$ cat src/shared/eagen_regs.svh
// timing-free constants for the effective address generator
// assumes inclusion from the design file only
`ifndef EAGEN_REGS_SVH
`define EAGEN_REGS_SVH
`define EAGEN_LEN_IX 16'h0001
`define EAGEN_LEN_TWO 16'h0002
`define EAGEN_LEN_THREE 16'h0003
`define EAGEN_ZERO_PAGE 8'h00
`define EAGEN_CTR_RESET 16'h0000
`endif

$ cat src/shared/eagen_pkg.sv
// types for the effective address generator
// assumes the constants header is on the include path
`default_nettype none
package eagen_pkg;
    typedef enum logic [3:0] {
        MODE_INH = 4'h0,
        MODE_IMM = 4'h1,
        MODE_DIR = 4'h2,
        MODE_EXT = 4'h3,
        MODE_IX = 4'h4,
        MODE_IX1 = 4'h5,
        MODE_IX2 = 4'h6,
        MODE_REL = 4'h7,
        MODE_BSC = 4'h8,
        MODE_BTB = 4'h9
    } eagen_mode_t;

    typedef struct packed {
        logic [7:0] opcode;
        logic [7:0] byte1;
        logic [7:0] byte2;
        logic [7:0] index;
        logic [15:0] program_counter;
    } eagen_req_t;

    typedef struct packed {
        logic [7:0] addr_high;
        logic [7:0] addr_low;
        logic [15:0] next_pc;
        logic [2:0] bit_select;
    } eagen_resp_t;
endpackage
`default_nettype wire

$ cat src/hdl/eagen_core.sv
// effective address and next program counter generator
// assumes the core presents opcode, operand bytes, index and counter with a strobe
// What this block does
// - direct: high zero, low operand, counter plus two
// - extended: two operand bytes, counter plus three
// - indexed no offset: index low, counter plus one
// - eight bit offset: sum low, carry high
// - index register never modified
// - sixteen bit offset: carry into high byte
// - relative: signed offset added only when taken
// - relative branch target spans minus 126 to plus 129
// - bit set/clear: direct address, opcode bit field
// - bit test: opcode nibble bit, direct byte
// - bit test taken: counter plus three plus offset
// - immediate: operand at counter plus one
`timescale 1ns/1ps
`default_nettype none
`include "eagen_regs.svh"
module eagen_core (
    input wire logic mclk,
    input wire logic resetn,
    input wire logic req_valid,
    input wire eagen_pkg::eagen_mode_t mode,
    input wire eagen_pkg::eagen_req_t req,
    input wire logic branch_cond,
    output logic resp_valid,
    output eagen_pkg::eagen_resp_t resp
);
    logic rst_meta_ff;
    logic rst_sync_ff;
    logic resp_valid_ff;
    eagen_pkg::eagen_resp_t resp_ff;
    eagen_pkg::eagen_resp_t nxt_resp;
    logic [8:0] low_sum;
    logic [15:0] rel_off;
    logic [15:0] ctr_plus2;
    logic [15:0] ctr_plus3;

    // branch offset byte sign extended to counter width
    function automatic logic [15:0] sext_offset(input logic [7:0] offset);
        return {{8{offset[7]}}, offset};
    endfunction

    always_ff @(posedge mclk or negedge resetn) begin
        if (!resetn) begin
            rst_meta_ff <= 1'b0;
            rst_sync_ff <= 1'b0;
        end else begin
            rst_meta_ff <= 1'b1;
            rst_sync_ff <= rst_meta_ff;
        end
    end

    // operands only read, index is never written back
    assign low_sum = {1'b0, req.index}
                     + {1'b0, (mode == eagen_pkg::MODE_IX2) ? req.byte2 : req.byte1};
    assign ctr_plus2 = req.program_counter + `EAGEN_LEN_TWO;
    assign ctr_plus3 = req.program_counter + `EAGEN_LEN_THREE;
    assign rel_off = sext_offset((mode == eagen_pkg::MODE_BTB) ? req.byte2 : req.byte1);

    always_comb begin
        nxt_resp.addr_high = `EAGEN_ZERO_PAGE;
        nxt_resp.addr_low = req.byte1;
        nxt_resp.next_pc = req.program_counter + `EAGEN_LEN_IX;
        nxt_resp.bit_select = 3'h0;
        unique case (mode)
            eagen_pkg::MODE_INH: begin
                nxt_resp.addr_low = `EAGEN_ZERO_PAGE;
            end
            eagen_pkg::MODE_IMM: begin
                {nxt_resp.addr_high, nxt_resp.addr_low} = req.program_counter + `EAGEN_LEN_IX;
                nxt_resp.next_pc = ctr_plus2;
            end
            eagen_pkg::MODE_DIR: begin
                nxt_resp.next_pc = ctr_plus2;
            end
            eagen_pkg::MODE_EXT: begin
                nxt_resp.addr_high = req.byte1;
                nxt_resp.addr_low = req.byte2;
                nxt_resp.next_pc = ctr_plus3;
            end
            eagen_pkg::MODE_IX: begin
                nxt_resp.addr_low = req.index;
            end
            eagen_pkg::MODE_IX1: begin
                nxt_resp.addr_high = {7'h00, low_sum[8]};
                nxt_resp.addr_low = low_sum[7:0];
                nxt_resp.next_pc = ctr_plus2;
            end
            eagen_pkg::MODE_IX2: begin
                nxt_resp.addr_high = req.byte1 + {7'h00, low_sum[8]};
                nxt_resp.addr_low = low_sum[7:0];
                nxt_resp.next_pc = ctr_plus3;
            end
            eagen_pkg::MODE_REL: begin
                nxt_resp.next_pc = branch_cond ? ctr_plus2 + rel_off : ctr_plus2;
            end
            eagen_pkg::MODE_BSC: begin
                nxt_resp.bit_select = req.opcode[3:1];
                nxt_resp.next_pc = ctr_plus2;
            end
            eagen_pkg::MODE_BTB: begin
                nxt_resp.bit_select = req.opcode[3:1];
                nxt_resp.next_pc = branch_cond ? ctr_plus3 + rel_off : ctr_plus3;
            end
            default: begin
                nxt_resp.next_pc = req.program_counter + `EAGEN_LEN_IX;
            end
        endcase
    end

    always_ff @(posedge mclk or negedge rst_sync_ff) begin
        if (!rst_sync_ff) begin
            resp_valid_ff <= 1'b0;
        end else begin
            resp_valid_ff <= req_valid;
        end
    end

    always_ff @(posedge mclk or negedge rst_sync_ff) begin
        if (!rst_sync_ff) begin
            resp_ff <= '0;
        end else if (req_valid) begin
            resp_ff <= nxt_resp;
        end
    end

    assign resp_valid = resp_valid_ff;
    assign resp = resp_ff;

    property p_direct;
        @(posedge mclk) disable iff (!rst_sync_ff)
        req_valid && mode == eagen_pkg::MODE_DIR |=> resp.addr_high == 8'h00
            && resp.addr_low == $past(req.byte1) && resp.next_pc == $past(req.program_counter) + 16'h0002;
    endproperty
    a_direct: assert property (p_direct) else $error("direct address wrong");

    property p_ext;
        @(posedge mclk) disable iff (!rst_sync_ff)
        req_valid && mode == eagen_pkg::MODE_EXT |=> {resp.addr_high, resp.addr_low} == $past({req.byte1, req.byte2})
            && resp.next_pc == $past(req.program_counter) + 16'h0003;
    endproperty
    a_ext: assert property (p_ext) else $error("extended address wrong");

    property p_ix;
        @(posedge mclk) disable iff (!rst_sync_ff)
        req_valid && mode == eagen_pkg::MODE_IX |=> {resp.addr_high, resp.addr_low} == {8'h00, $past(req.index)}
            && resp.next_pc == $past(req.program_counter) + 16'h0001;
    endproperty
    a_ix: assert property (p_ix) else $error("indexed address wrong");

    property p_ix1;
        @(posedge mclk) disable iff (!rst_sync_ff)
        req_valid && mode == eagen_pkg::MODE_IX1 |=>
            {resp.addr_high, resp.addr_low} == 16'($past(req.index)) + 16'($past(req.byte1));
    endproperty
    a_ix1: assert property (p_ix1) else $error("offset indexed address wrong");

    property p_ix2;
        @(posedge mclk) disable iff (!rst_sync_ff)
        req_valid && mode == eagen_pkg::MODE_IX2 |=> {resp.addr_high, resp.addr_low}
            == 16'($past({req.byte1, req.byte2}) + 16'($past(req.index)));
    endproperty
    a_ix2: assert property (p_ix2) else $error("long indexed address wrong");

    property p_rel;
        @(posedge mclk) disable iff (!rst_sync_ff)
        req_valid && mode == eagen_pkg::MODE_REL && !branch_cond |=>
            resp.next_pc == $past(req.program_counter) + 16'h0002;
    endproperty
    a_rel: assert property (p_rel) else $error("untaken branch counter wrong");

    property p_span;
        @(posedge mclk) disable iff (!rst_sync_ff)
        req_valid && mode == eagen_pkg::MODE_REL && branch_cond |=>
            16'(resp.next_pc - $past(req.program_counter) + 16'h007E) <= 16'h00FF;
    endproperty
    a_span: assert property (p_span) else $error("branch span out of range");

    property p_btb;
        @(posedge mclk) disable iff (!rst_sync_ff)
        req_valid && mode == eagen_pkg::MODE_BTB |=> resp.addr_high == 8'h00
            && resp.bit_select == $past(req.opcode[3:1]) && resp_valid;
    endproperty
    a_btb: assert property (p_btb) else $error("bit test address wrong");

    property p_imm;
        @(posedge mclk) disable iff (!rst_sync_ff)
        req_valid && mode == eagen_pkg::MODE_IMM |=> resp.next_pc == $past(req.program_counter) + 16'h0002
            && {resp.addr_high, resp.addr_low} == $past(req.program_counter) + 16'h0001;
    endproperty
    a_imm: assert property (p_imm) else $error("immediate operand address wrong");

    property p_bsc;
        @(posedge mclk) disable iff (!rst_sync_ff)
        req_valid && mode == eagen_pkg::MODE_BSC |=> resp.addr_high == 8'h00 && resp.addr_low == $past(req.byte1)
            && resp.bit_select == $past(req.opcode[3:1]) && resp.next_pc == $past(req.program_counter) + 16'h0002;
    endproperty
    a_bsc: assert property (p_bsc) else $error("bit set clear address wrong");

    property p_rel_taken;
        @(posedge mclk) disable iff (!rst_sync_ff)
        req_valid && mode == eagen_pkg::MODE_REL && branch_cond |=> resp.next_pc
            == $past(req.program_counter) + 16'h0002 + {{8{$past(req.byte1[7])}}, $past(req.byte1)};
    endproperty
    a_rel_taken: assert property (p_rel_taken) else $error("taken branch target wrong");

    property p_btb_pc;
        @(posedge mclk) disable iff (!rst_sync_ff)
        req_valid && mode == eagen_pkg::MODE_BTB |=> resp.next_pc == $past(req.program_counter) + 16'h0003
            + ($past(branch_cond) ? {{8{$past(req.byte2[7])}}, $past(req.byte2)} : 16'h0000);
    endproperty
    a_btb_pc: assert property (p_btb_pc) else $error("bit test branch target wrong");

    property p_ix_len;
        @(posedge mclk) disable iff (!rst_sync_ff)
        req_valid && (mode == eagen_pkg::MODE_IX1 || mode == eagen_pkg::MODE_IX2) |=> resp.next_pc
            == $past(req.program_counter) + (($past(mode) == eagen_pkg::MODE_IX2) ? 16'h0003 : 16'h0002);
    endproperty
    a_ix_len: assert property (p_ix_len) else $error("offset indexed length wrong");
endmodule // eagen_core
`default_nettype wire

$ cat config.mk
export PLATFORM = sky130hd
export DESIGN_NAME = eagen_core
export DESIGN_NICKNAME = d
export VERILOG_FILES = /design/src/shared/eagen_pkg.sv /design/src/hdl/eagen_core.sv
export VERILOG_INCLUDE_DIRS = /design/src /design/src/shared
export SDC_FILE = /design/constraint.sdc
export NUM_CORES = 1
export LEC_CHECK = 0
export BUFFER_PORTS_ARGS = -buffer_cell sky130_fd_sc_hd__buf_2
export CORE_UTILIZATION = 58
export DETAILED_ROUTE_END_ITERATION = 16
export HOLD_SLACK_MARGIN = 0.08
export PLACE_DENSITY = 0.82
export SETUP_SLACK_MARGIN = 0.05
export SKIP_LAST_GASP = 1
export SYNTH_ARGS = -nofsm -noshare
export SYNTH_HDL_FRONTEND = slang
export SYNTH_SLANG_ARGS = --single-unit
$ cat constraint.sdc
create_clock -name mclk -period 1.5 [get_ports mclk]
set_clock_uncertainty 0.05 [all_clocks]
set_input_delay 0.075 -clock mclk [delete_from_list [all_inputs] [get_ports mclk]]
set_output_delay 0.075 -clock mclk [all_outputs]
set_load 0.1 [all_outputs]
==> summary.txt, run 1 <==
Run status
  • Result of the run: stopped before the end
  • Stage at which the flow ended: clock tree synthesis
  • Run Error: [ERROR DPL-0033] detailed placement checks failed during check placement.

Logic synthesis
  • Synthesized-area fraction occupied by adder cells: 11.9%
  • Post-synth net total: 800
  • Number of warnings printed during yosys synthesis: 0
  • Fraction of the yosys area taken by sequential cells: 18.5%
  • Cell area after synthesis: 5150 um2
  • Mean instance size in the synthesized netlist: 7.39 um2
  • Compound-cell area share of the yosys netlist: 28.4%
  • Synth Register Bits: 38
  • Gate count of the mapped netlist: 697
  • Library cells used by synthesis: 67
  • Main combinational cell family by area after synthesis: compound AO/OA/AOI/OAI gates
  • Share of flip-flops with an asynchronous set or reset after synthesis: 100%
  • Post-synth top flop: sky130_fd_sc_hd__dfrtp_1
  • Proportion of synthesized area in mux cells: 0.389%
  • Post-Synth Simple-Gate Area: 22.6%
  • Number of enable-type register cells in the synthesized netlist: 0
  • Post-Synth XOR/XNOR Area: 12.7%

Die
  • Height of the die: 96.2 um
  • Site Rows: 34
  • Count of pins on the block boundary: 92
  • Starting Density: 59.3%
  • Horizontal die dimension: 96.2 um

Placed design
  • Total half-perimeter wirelength after legalization and detailed placement: 16.5 mm
  • Count of input and output buffers: 86
  • Final estimated routing congestion in global placement: 0.992
  • Placed Area: 7190 um2

CTS
  • Number of gates resized after cts: 173
  • Maximum root-to-sink buffer count: 2
  • Clock sink count: 38
  • Post-CTS setup-driven buffer insertion count: 64
  • Total CTS buffers: 5
  • Hold buffer count at CTS: 6
  • H-tree depth: 2
  • Root Buffer: sky130_fd_sc_hd__clkbuf_8
## cells in the mapped netlist, types with 3 or more instances
cell / number / area, um2
sky130_fd_sc_hd__nand2b_1: 6 / 37.5
sky130_fd_sc_hd__nor3_1: 13 / 65.1
sky130_fd_sc_hd__or3_1: 6 / 37.5
sky130_fd_sc_hd__and3_1: 7 / 43.8
sky130_fd_sc_hd__a221o_1: 4 / 40.0
sky130_fd_sc_hd__a222oi_1: 3 / 30.0
sky130_fd_sc_hd__o311ai_0: 3 / 26.3
sky130_fd_sc_hd__a21o_1: 12 / 90.1
sky130_fd_sc_hd__o21bai_1: 5 / 37.5
sky130_fd_sc_hd__a221oi_1: 17 / 149
sky130_fd_sc_hd__o22ai_1: 29 / 181
sky130_fd_sc_hd__a21oi_2: 3 / 26.3
sky130_fd_sc_hd__nor2_1: 60 / 225
sky130_fd_sc_hd__a31oi_1: 13 / 81.3
sky130_fd_sc_hd__fa_1: 3 / 60.1
sky130_fd_sc_hd__a21oi_1: 32 / 160
sky130_fd_sc_hd__o21a_1: 5 / 37.5
sky130_fd_sc_hd__nor2b_1: 6 / 37.5
sky130_fd_sc_hd__a211oi_1: 7 / 52.6
sky130_fd_sc_hd__and2_1: 3 / 18.8
sky130_fd_sc_hd__nand2_1: 111 / 417
sky130_fd_sc_hd__clkbuf_1: 19 / 71.3
sky130_fd_sc_hd__inv_1: 28 / 105
sky130_fd_sc_hd__nand3b_1: 3 / 22.5
sky130_fd_sc_hd__a22oi_1: 7 / 52.6
sky130_fd_sc_hd__o21ai_0: 47 / 235
sky130_fd_sc_hd__xor2_1: 33 / 289
sky130_fd_sc_hd__dfrtp_1: 38 / 951
sky130_fd_sc_hd__xnor2_1: 40 / 350
sky130_fd_sc_hd__nand4_1: 8 / 50.1
sky130_fd_sc_hd__o21ai_1: 3 / 15.0
sky130_fd_sc_hd__buf_2: 14 / 70.1
sky130_fd_sc_hd__ha_1: 44 / 551
sky130_fd_sc_hd__o211ai_1: 6 / 45.0
sky130_fd_sc_hd__nand3_1: 17 / 85.1
## cells by family after synthesis
logic type,count (synthesis)
AND/OR/NAND/NOR,253
AO/OA/AOI/OAI,216
XOR/XNOR,74
buffers and inverters,66
adder cells (fa/ha/maj),47
flip-flops,38
multiplexers,2
other,1
## per-stage QoR
step	TNS, ns	std cells	setup WS (ns)	util, %
floorplan	-32.94	697	-1.71	-
global placement	-36.75	1054	-1.65	82.8
detailed placement	-40.42	1054	-1.83	82.8
==> inputs of run 2 (changes only) <==
--- a/config.mk
+++ b/config.mk
@@ -7,11 +7,9 @@
 export NUM_CORES = 1
 export LEC_CHECK = 0
 export BUFFER_PORTS_ARGS = -buffer_cell sky130_fd_sc_hd__buf_2
-export CORE_UTILIZATION = 58
+export CORE_UTILIZATION = 40
 export DETAILED_ROUTE_END_ITERATION = 16
-export HOLD_SLACK_MARGIN = 0.08
-export PLACE_DENSITY = 0.82
-export SETUP_SLACK_MARGIN = 0.05
+export PLACE_DENSITY_LB_ADDON = 0.15
 export SKIP_LAST_GASP = 1
 export SYNTH_ARGS = -nofsm -noshare
 export SYNTH_HDL_FRONTEND = slang
==> run 2 against run 1 <==
  * Synthesized cell count stayed put
  * Synthesized area unchanged
  * The flow now finishes, with violations (negative setup slack)
==> summary.txt, run 2 <==
Run status
  • Result of the run: finished, violations left
  • Violated checks: negative setup slack

Pwr
  • IR drop worst, VDD: 447 uV
  • Final Total Pwr: 0.00670 W
  • Leak: 4.13 nW
  • Pwr per Cell Area: 735 nW/um2

Timing
  • Worst Tran Pin Value: 0.513 ns
  • Worst path setup slack after routing: -1.46 ns
  • Minimum hold slack: 0.0424 ns
  • Max-slew headroom at the worst pin: 65.8%
  • Count of final max-slew check failures: 0
  • Sum Neg Setup Slack: -30.54 ns
  • Final worst-path cycle share: 197%
  • Finish-stage setup viols: 30
  • Endpoints failing hold: 0
  • Fmax: 338 MHz
  • Min cycle time layout: 2.96 ns
  • RSZ-0062 raised after global routing: yes

Final layout
  • Number of nets in the finished design: 1136
  • Area growth from synthesis to final layout: 76.9%
  • Layout Cell Area excl Fill: 9110 um2
  • Share of layout cells above drive strength 1: 50.6%
  • Final-layout fill cell count: 945
  • Commonest cells after routing, fill and taps aside: 247 x sky130_fd_sc_hd__buf_4, 93 x sky130_fd_sc_hd__nand2_1, 80 x sky130_fd_sc_hd__buf_2, 56 x sky130_fd_sc_hd__nor2_1, 38 x sky130_fd_sc_hd__dfrtp_1
  • FF/Latch Area: 951 um2
  • Antenna diode count: 0
  • Flip-flop count of the largest register, all copies and words added: 35
  • Most common library cell in the layout ignoring fill and taps: sky130_fd_sc_hd__buf_4
  • Area occupied by multi-input gates: 4860 um2
  • Finished Layout Cells: 1206

Setup path
  • Type of destination of the critical path: register
  • Worst-path maximum fanout: 4
  • Crit path from: mode[2]
  • Worst reg2reg endpoint: resp[15]
  • Register-to-Register Path Depth: 2
  • Crit path launch type: input pin
  • Worst flop-to-flop path startpoint: resp[15]
  • CP Data Required Time: 1.65 ns
  • Critical path arrival: 3.11 ns
  • Type of the worst setup path: input pin to register
  • Internal reg-to-reg setup slack: 0.61 ns

Logic synthesis
  • Number of warnings printed during yosys synthesis: 0
  • Mean instance size in the synthesized netlist: 7.39 um2
  • Synth Register Bits: 38
  • Share of flip-flops with an asynchronous set or reset after synthesis: 100%
  • Gate count of the mapped netlist: 697
  • Ranking of synthesized cells by area: sky130_fd_sc_hd__dfrtp_1 18%, sky130_fd_sc_hd__ha_1 11%, sky130_fd_sc_hd__nand2_1 8.1%
  • Post-synth net total: 800
  • Library cells used by synthesis: 67
  • Top-area cell type share of the netlist area: 18.5%
  • Fraction of the yosys area taken by sequential cells: 18.5%
  • Library cell with the largest summed area after synthesis: sky130_fd_sc_hd__dfrtp_1
  • Number of enable-type register cells in the synthesized netlist: 0
  • Commonest cells post-synth: 111 x sky130_fd_sc_hd__nand2_1, 60 x sky130_fd_sc_hd__nor2_1, 47 x sky130_fd_sc_hd__o21ai_0
  • Post-synth top flop: sky130_fd_sc_hd__dfrtp_1
  • Cell area after synthesis: 5150 um2
  • Most used standard cell by instance count after synthesis: sky130_fd_sc_hd__nand2_1

Die
  • Height of the die: 115 um
  • Core area: 12600 um2
  • Overall die area: 13300 um2
  • Horizontal die dimension: 115 um
  • Count of pins on the block boundary: 92
  • Starting Density: 41.0%
  • Site Rows: 41

Placed design
  • Placed Area: 7470 um2
  • Number of placed instances with taps included: 1144
  • Total half-perimeter wirelength after legalization and detailed placement: 16.6 mm
  • Count of input and output buffers: 86
  • Final estimated routing congestion in global placement: 0.958

Hold path
  • Kind of path behind the tightest hold check: input pin to register
  • Hold path startpoint: req[33]
  • Worst hold endpoint: resp[20]
  • Count of cells along the worst hold path: 3

CTS
  • Total CTS buffers: 5
  • H-tree depth: 2
  • TritonCTS clock tree: done
  • Root Buffer: sky130_fd_sc_hd__clkbuf_16
  • Clock transition at the registers of the reported paths: 0.06 ns
  • Worst skew pair latency: 0.28 ns
  • Clock sink count: 38
  • Maximum root-to-sink buffer count: 2

Route
  • Remaining DRCs: 0
  • Final WL: 22.6 mm
  • Via density per instance: 5.64
  • Average wire per standard cell: 18.7 um
  • Antenna Nets Post-Route: 0
  • Length of the first detailed-routing pass in iterations: 5
  • Vias after detailed routing: 6807
  • Iter 0 DRT Violations: 604

Global routing
  • Global-route wire length before repair: 33.2 mm
  • Initial antenna violation count: 0
  • Via count of the first global-routing pass: 6586
  • All-layer global routing usage: 32.5%
  • Pin count of the biggest net entering global routing: 64
  • Global route total overflow: 0

Flow run
  • Max-capacitance violation count: 0
[run 2: cell counts after synthesis]
No cell type changed its count.
[run 2: logic make-up (layout without fill, tap and decap cells)]
group	after synthesis	in the layout	synth area share, %
AOI/OAI and AO/OA	216	216	28.4
xor gates and xnor gates	74	74	12.7
muxes	2	2	0.389
other	1	1	0.0728
buffers and inverters	66	403	5.49
DFF	38	38	18.5
and+or+nand+nor	253	253	22.6
adders and majority gates	47	47	11.9
[run 2: critical path, stage by stage]
cell and delay (ns):
sky130_fd_sc_hd__buf_8 0.10, sky130_fd_sc_hd__nor2b_4 0.12, sky130_fd_sc_hd__and3b_2 0.21, sky130_fd_sc_hd__nand2_2 0.08, sky130_fd_sc_hd__nand2_2 0.07, sky130_fd_sc_hd__ha_4 0.17, sky130_fd_sc_hd__fa_2 0.35, sky130_fd_sc_hd__a21o_1 0.18
sky130_fd_sc_hd__a21oi_2 0.16, sky130_fd_sc_hd__o21bai_1 0.10, sky130_fd_sc_hd__a21oi_2 0.17, sky130_fd_sc_hd__o21bai_1 0.08, sky130_fd_sc_hd__a21o_1 0.19, sky130_fd_sc_hd__ha_4 0.18, sky130_fd_sc_hd__ha_4 0.16, sky130_fd_sc_hd__and3_4 0.20
sky130_fd_sc_hd__a31oi_1 0.19, sky130_fd_sc_hd__o21ai_1 0.09, sky130_fd_sc_hd__o21ai_1 0.08, sky130_fd_sc_hd__a21oi_1 0.06, sky130_fd_sc_hd__o22ai_1 0.11
[run 2: final cells by class]
| type | instances | share of cell area, % |
|---|---|---|
| clock buffers | 5 | 1.37 |
| multi-input cells | 593 | 53.4 |
| repair buffers | 367 | 30.3 |
| well taps | 172 | 2.36 |
| clock inverters | 3 | 0.755 |
| flip-flops and latches | 38 | 10.4 |
| inverters | 28 | 1.37 |
[run 2: report_power, final]
group          total (W)  switching (W)  internal [W]
sequential       0.00119      0.0000568       0.00113
combinational    0.00407        0.00239       0.00167
clock            0.00144       0.000487      0.000957
total            0.00670        0.00294       0.00376
[run 2: per-layer routing]
metal	up-vias	track usage, %	wire [um]
met1	3224	41.0	9320
met5	-	0	0
met2	315	56.4	11000
met3	74	3.35	1320
li1	3194	-	-
met4	0	13.2	895
[run 2: worst max-delay path by stage]
stage	end
2_1_floorplan	resp[34]
3_5_place_dp	resp[34]
5_1_grt	resp[33]
6_report	resp[33]
4_1_cts	resp[34]
3_3_place_gp	resp[11]
[run 2: what timing repair did]
| item | in CTS | in global routing |
|---|---|---|
| resized for setup | 116 | 105 |
| setup endpoints to repair | 31 | 31 |
| buffers inserted | 18 | 38 |
| pin swaps | 36 | 84 |
| endpoints found under the hold margin | 5 | 0 |
| hold buffers | 4 | 0 |
[run 2: stage by stage]
stage	setup slack, ns	utilization (%)
after floorplan	-1.71	-
after global placement	-1.73	59.5
after detailed placement	-1.76	59.5
after CTS	-1.40	66.7
after global routing	-1.61	72.5
final	-1.46	72.5
Power figures use the tool's default switching activity.
==> inputs of run 3 (changes only) <==
==> constraint.sdc (replaced) <==
create_clock -name mclk -period 3.4 [get_ports mclk]
set_clock_uncertainty 0.05 [all_clocks]
set_input_delay 0.17 -clock mclk [delete_from_list [all_inputs] [get_ports mclk]]
set_output_delay 0.17 -clock mclk [all_outputs]
set_load 0.1 [all_outputs]
==> run 3 against run 2 <==
  * The flow now finishes without violations
  * Total power fell by 65%
  * Sequential cell count did not move
  * Wire length fell by 21%
  * Clock power fell by 61%
  * First-iteration DRC count fell by 12%
  * Global-route usage fell by 5.1 points
  * Register-to-register slack improved by 2.0 ns
  * Clock-buffer cell count did not move
  * Critical path type unchanged
==> summary.txt, run 3 (synthesized netlist as in run 2, its figures left out) <==
Run status
  • Result of the run: completed

CTS
  • Total CTS buffers: 5
  • TritonCTS clock tree: done
  • H-tree depth: 2
  • Clock sink count: 38
  • Clock transition at the registers of the reported paths: 0.06 ns
  • Maximum root-to-sink buffer count: 2
  • Worst skew pair latency: 0.28 ns
  • Root Buffer: sky130_fd_sc_hd__clkbuf_16

Global routing
  • Global-route wire length before repair: 28.2 mm
  • Via count of the first global-routing pass: 5431
  • Initial antenna violation count: 0
  • All-layer global routing usage: 27.4%
  • Global route total overflow: 0
  • Pin count of the biggest net entering global routing: 64

Timing
  • Max-slew headroom at the worst pin: 29.2%
  • Endpoints failing hold: 0
  • Sum Neg Setup Slack: 0 ns
  • Final worst-path cycle share: 93.9%
  • Worst path setup slack after routing: 0.209 ns
  • RSZ-0062 raised after global routing: yes
  • Fmax: 313 MHz
  • Worst Tran Pin Value: 1.05 ns
  • Finish-stage setup viols: 0
  • Count of final max-slew check failures: 0
  • Min cycle time layout: 3.19 ns

Route
  • Length of the first detailed-routing pass in iterations: 5
  • Antenna Nets Post-Route: 0
  • Via density per instance: 5.77
  • Vias after detailed routing: 5716
  • Average wire per standard cell: 18.0 um
  • Iter 0 DRT Violations: 530
  • Remaining DRCs: 0
  • Final WL: 17.8 mm

Final layout
  • Area growth from synthesis to final layout: 22.4%
  • Finished Layout Cells: 990
  • Number of nets in the finished design: 920
  • Share of layout cells above drive strength 1: 22.4%
  • Antenna diode count: 0
  • Most common library cell in the layout ignoring fill and taps: sky130_fd_sc_hd__nand2_1
  • Flip-flop count of the largest register, all copies and words added: 35
  • Commonest cells after routing, fill and taps aside: 111 x sky130_fd_sc_hd__nand2_1, 86 x sky130_fd_sc_hd__buf_2, 63 x sky130_fd_sc_hd__buf_4, 60 x sky130_fd_sc_hd__nor2_1, 44 x sky130_fd_sc_hd__o21ai_0
  • Layout Cell Area excl Fill: 6300 um2

Placed design
  • Number of placed instances with taps included: 980
  • Final estimated routing congestion in global placement: 0.941
  • Placed Area: 6110 um2
  • Count of input and output buffers: 86
  • Total half-perimeter wirelength after legalization and detailed placement: 14.1 mm
  • Pre-CTS setup slack: 0.00163 ns

Die
  • Count of pins on the block boundary: 92
  • Starting Density: 41.0%
  • Core area: 12600 um2
  • Horizontal die dimension: 115 um
  • Overall die area: 13300 um2
  • Site Rows: 41
  • Height of the die: 115 um

Pwr
  • Leak: 2.83 nW
  • IR drop worst, VDD: 166 uV
  • Pwr per Cell Area: 372 nW/um2

Hold path
  • Kind of path behind the tightest hold check: input pin to register

Setup path
  • Worst-path maximum fanout: 4
  • Critical path arrival: 3.34 ns
  • Type of destination of the critical path: register
  • Type of the worst setup path: input pin to register
  • CP Data Required Time: 3.55 ns
  • Crit path launch type: input pin

Flow run
  • Max-capacitance violation count: 0
==> run 3: per-layer routing <==
layer	global-route usage (%)	routed length (um)	vias up
met5	0	0	-
met4	9.09	397	0
met2	44.8	8160	218
met3	2.25	1020	25
met1	37.9	8210	2699
li1	-	-	2774
==> run 3: repair_timing <==
action | in CTS | in global routing
setup endpoints to repair | 0 | 3
hold endpoints to repair | 2 | 0
setup buffers | 0 | 1
gates resized for setup | 0 | 3
hold buffers | 1 | 0
==> run 3: cell type report <==
class	count	area, um2
clock inverter	3	45.0
inverter	28	105
clock buffer	5	125
sequential	38	951
multi-input combinational	593	3940
tap	172	215
timing repair buffer	151	925
fill	1264	6260
==> run 3: report_power, final <==
part           internal [W]  leakage [nW]  switching, W
Sequential         0.000498         0.465     0.0000257
Combinational      0.000410          2.29      0.000857
Clock              0.000346        0.0760      0.000209
==> run 3: worst paths after layout <==
path                       slack (ns)  depth (start not counted)          end   startpoint
setup reg to reg                 2.63                          2     resp[18]     resp[18]
max in group asynchronous        2.68                          1   resp_valid  rst_sync_ff
hold / removal                   0.07                          3      resp[1]      req[42]
setup / recovery                 0.21                         21     resp[33]      mode[2]
hold reg to reg                  0.26                          1     resp[25]  rst_sync_ff
min in group asynchronous        0.15                          2  rst_meta_ff       resetn
==> run 3: per-stage QoR <==
| stage | total power [W] | hold slack, ns | utilization, % |
|---|---|---|---|
| 2_1_floorplan | 0.00145 | -0.176 | - |
| 3_3_place_gp | 0.00176 | -0.0942 | 48.6 |
| 3_5_place_dp | 0.00178 | -0.0923 | 48.6 |
| 4_1_cts | 0.00234 | 0.0692 | 50.1 |
| 5_1_grt | 0.00248 | 0.0849 | 50.2 |
| 6_report | 0.00235 | 0.0746 | 50.2 |
==> run 3: worst max-delay path, cell delays in order <==
cell and delay [ns]:
sky130_fd_sc_hd__buf_2 0.13, sky130_fd_sc_hd__nor2b_4 0.16, sky130_fd_sc_hd__nand3b_1 0.12, sky130_fd_sc_hd__nand2_1 0.09, sky130_fd_sc_hd__nand2_1 0.06, sky130_fd_sc_hd__ha_2 0.20
sky130_fd_sc_hd__fa_2 0.40, sky130_fd_sc_hd__a21o_1 0.18, sky130_fd_sc_hd__a21oi_2 0.17, sky130_fd_sc_hd__o21bai_1 0.10, sky130_fd_sc_hd__a21oi_2 0.19, sky130_fd_sc_hd__o21bai_1 0.08
sky130_fd_sc_hd__a21o_1 0.20, sky130_fd_sc_hd__ha_1 0.19, sky130_fd_sc_hd__ha_1 0.20, sky130_fd_sc_hd__and3_4 0.20, sky130_fd_sc_hd__a31oi_1 0.15, sky130_fd_sc_hd__o21ai_0 0.09
sky130_fd_sc_hd__o21ai_1 0.10, sky130_fd_sc_hd__a21oi_1 0.06, sky130_fd_sc_hd__o22ai_1 0.11
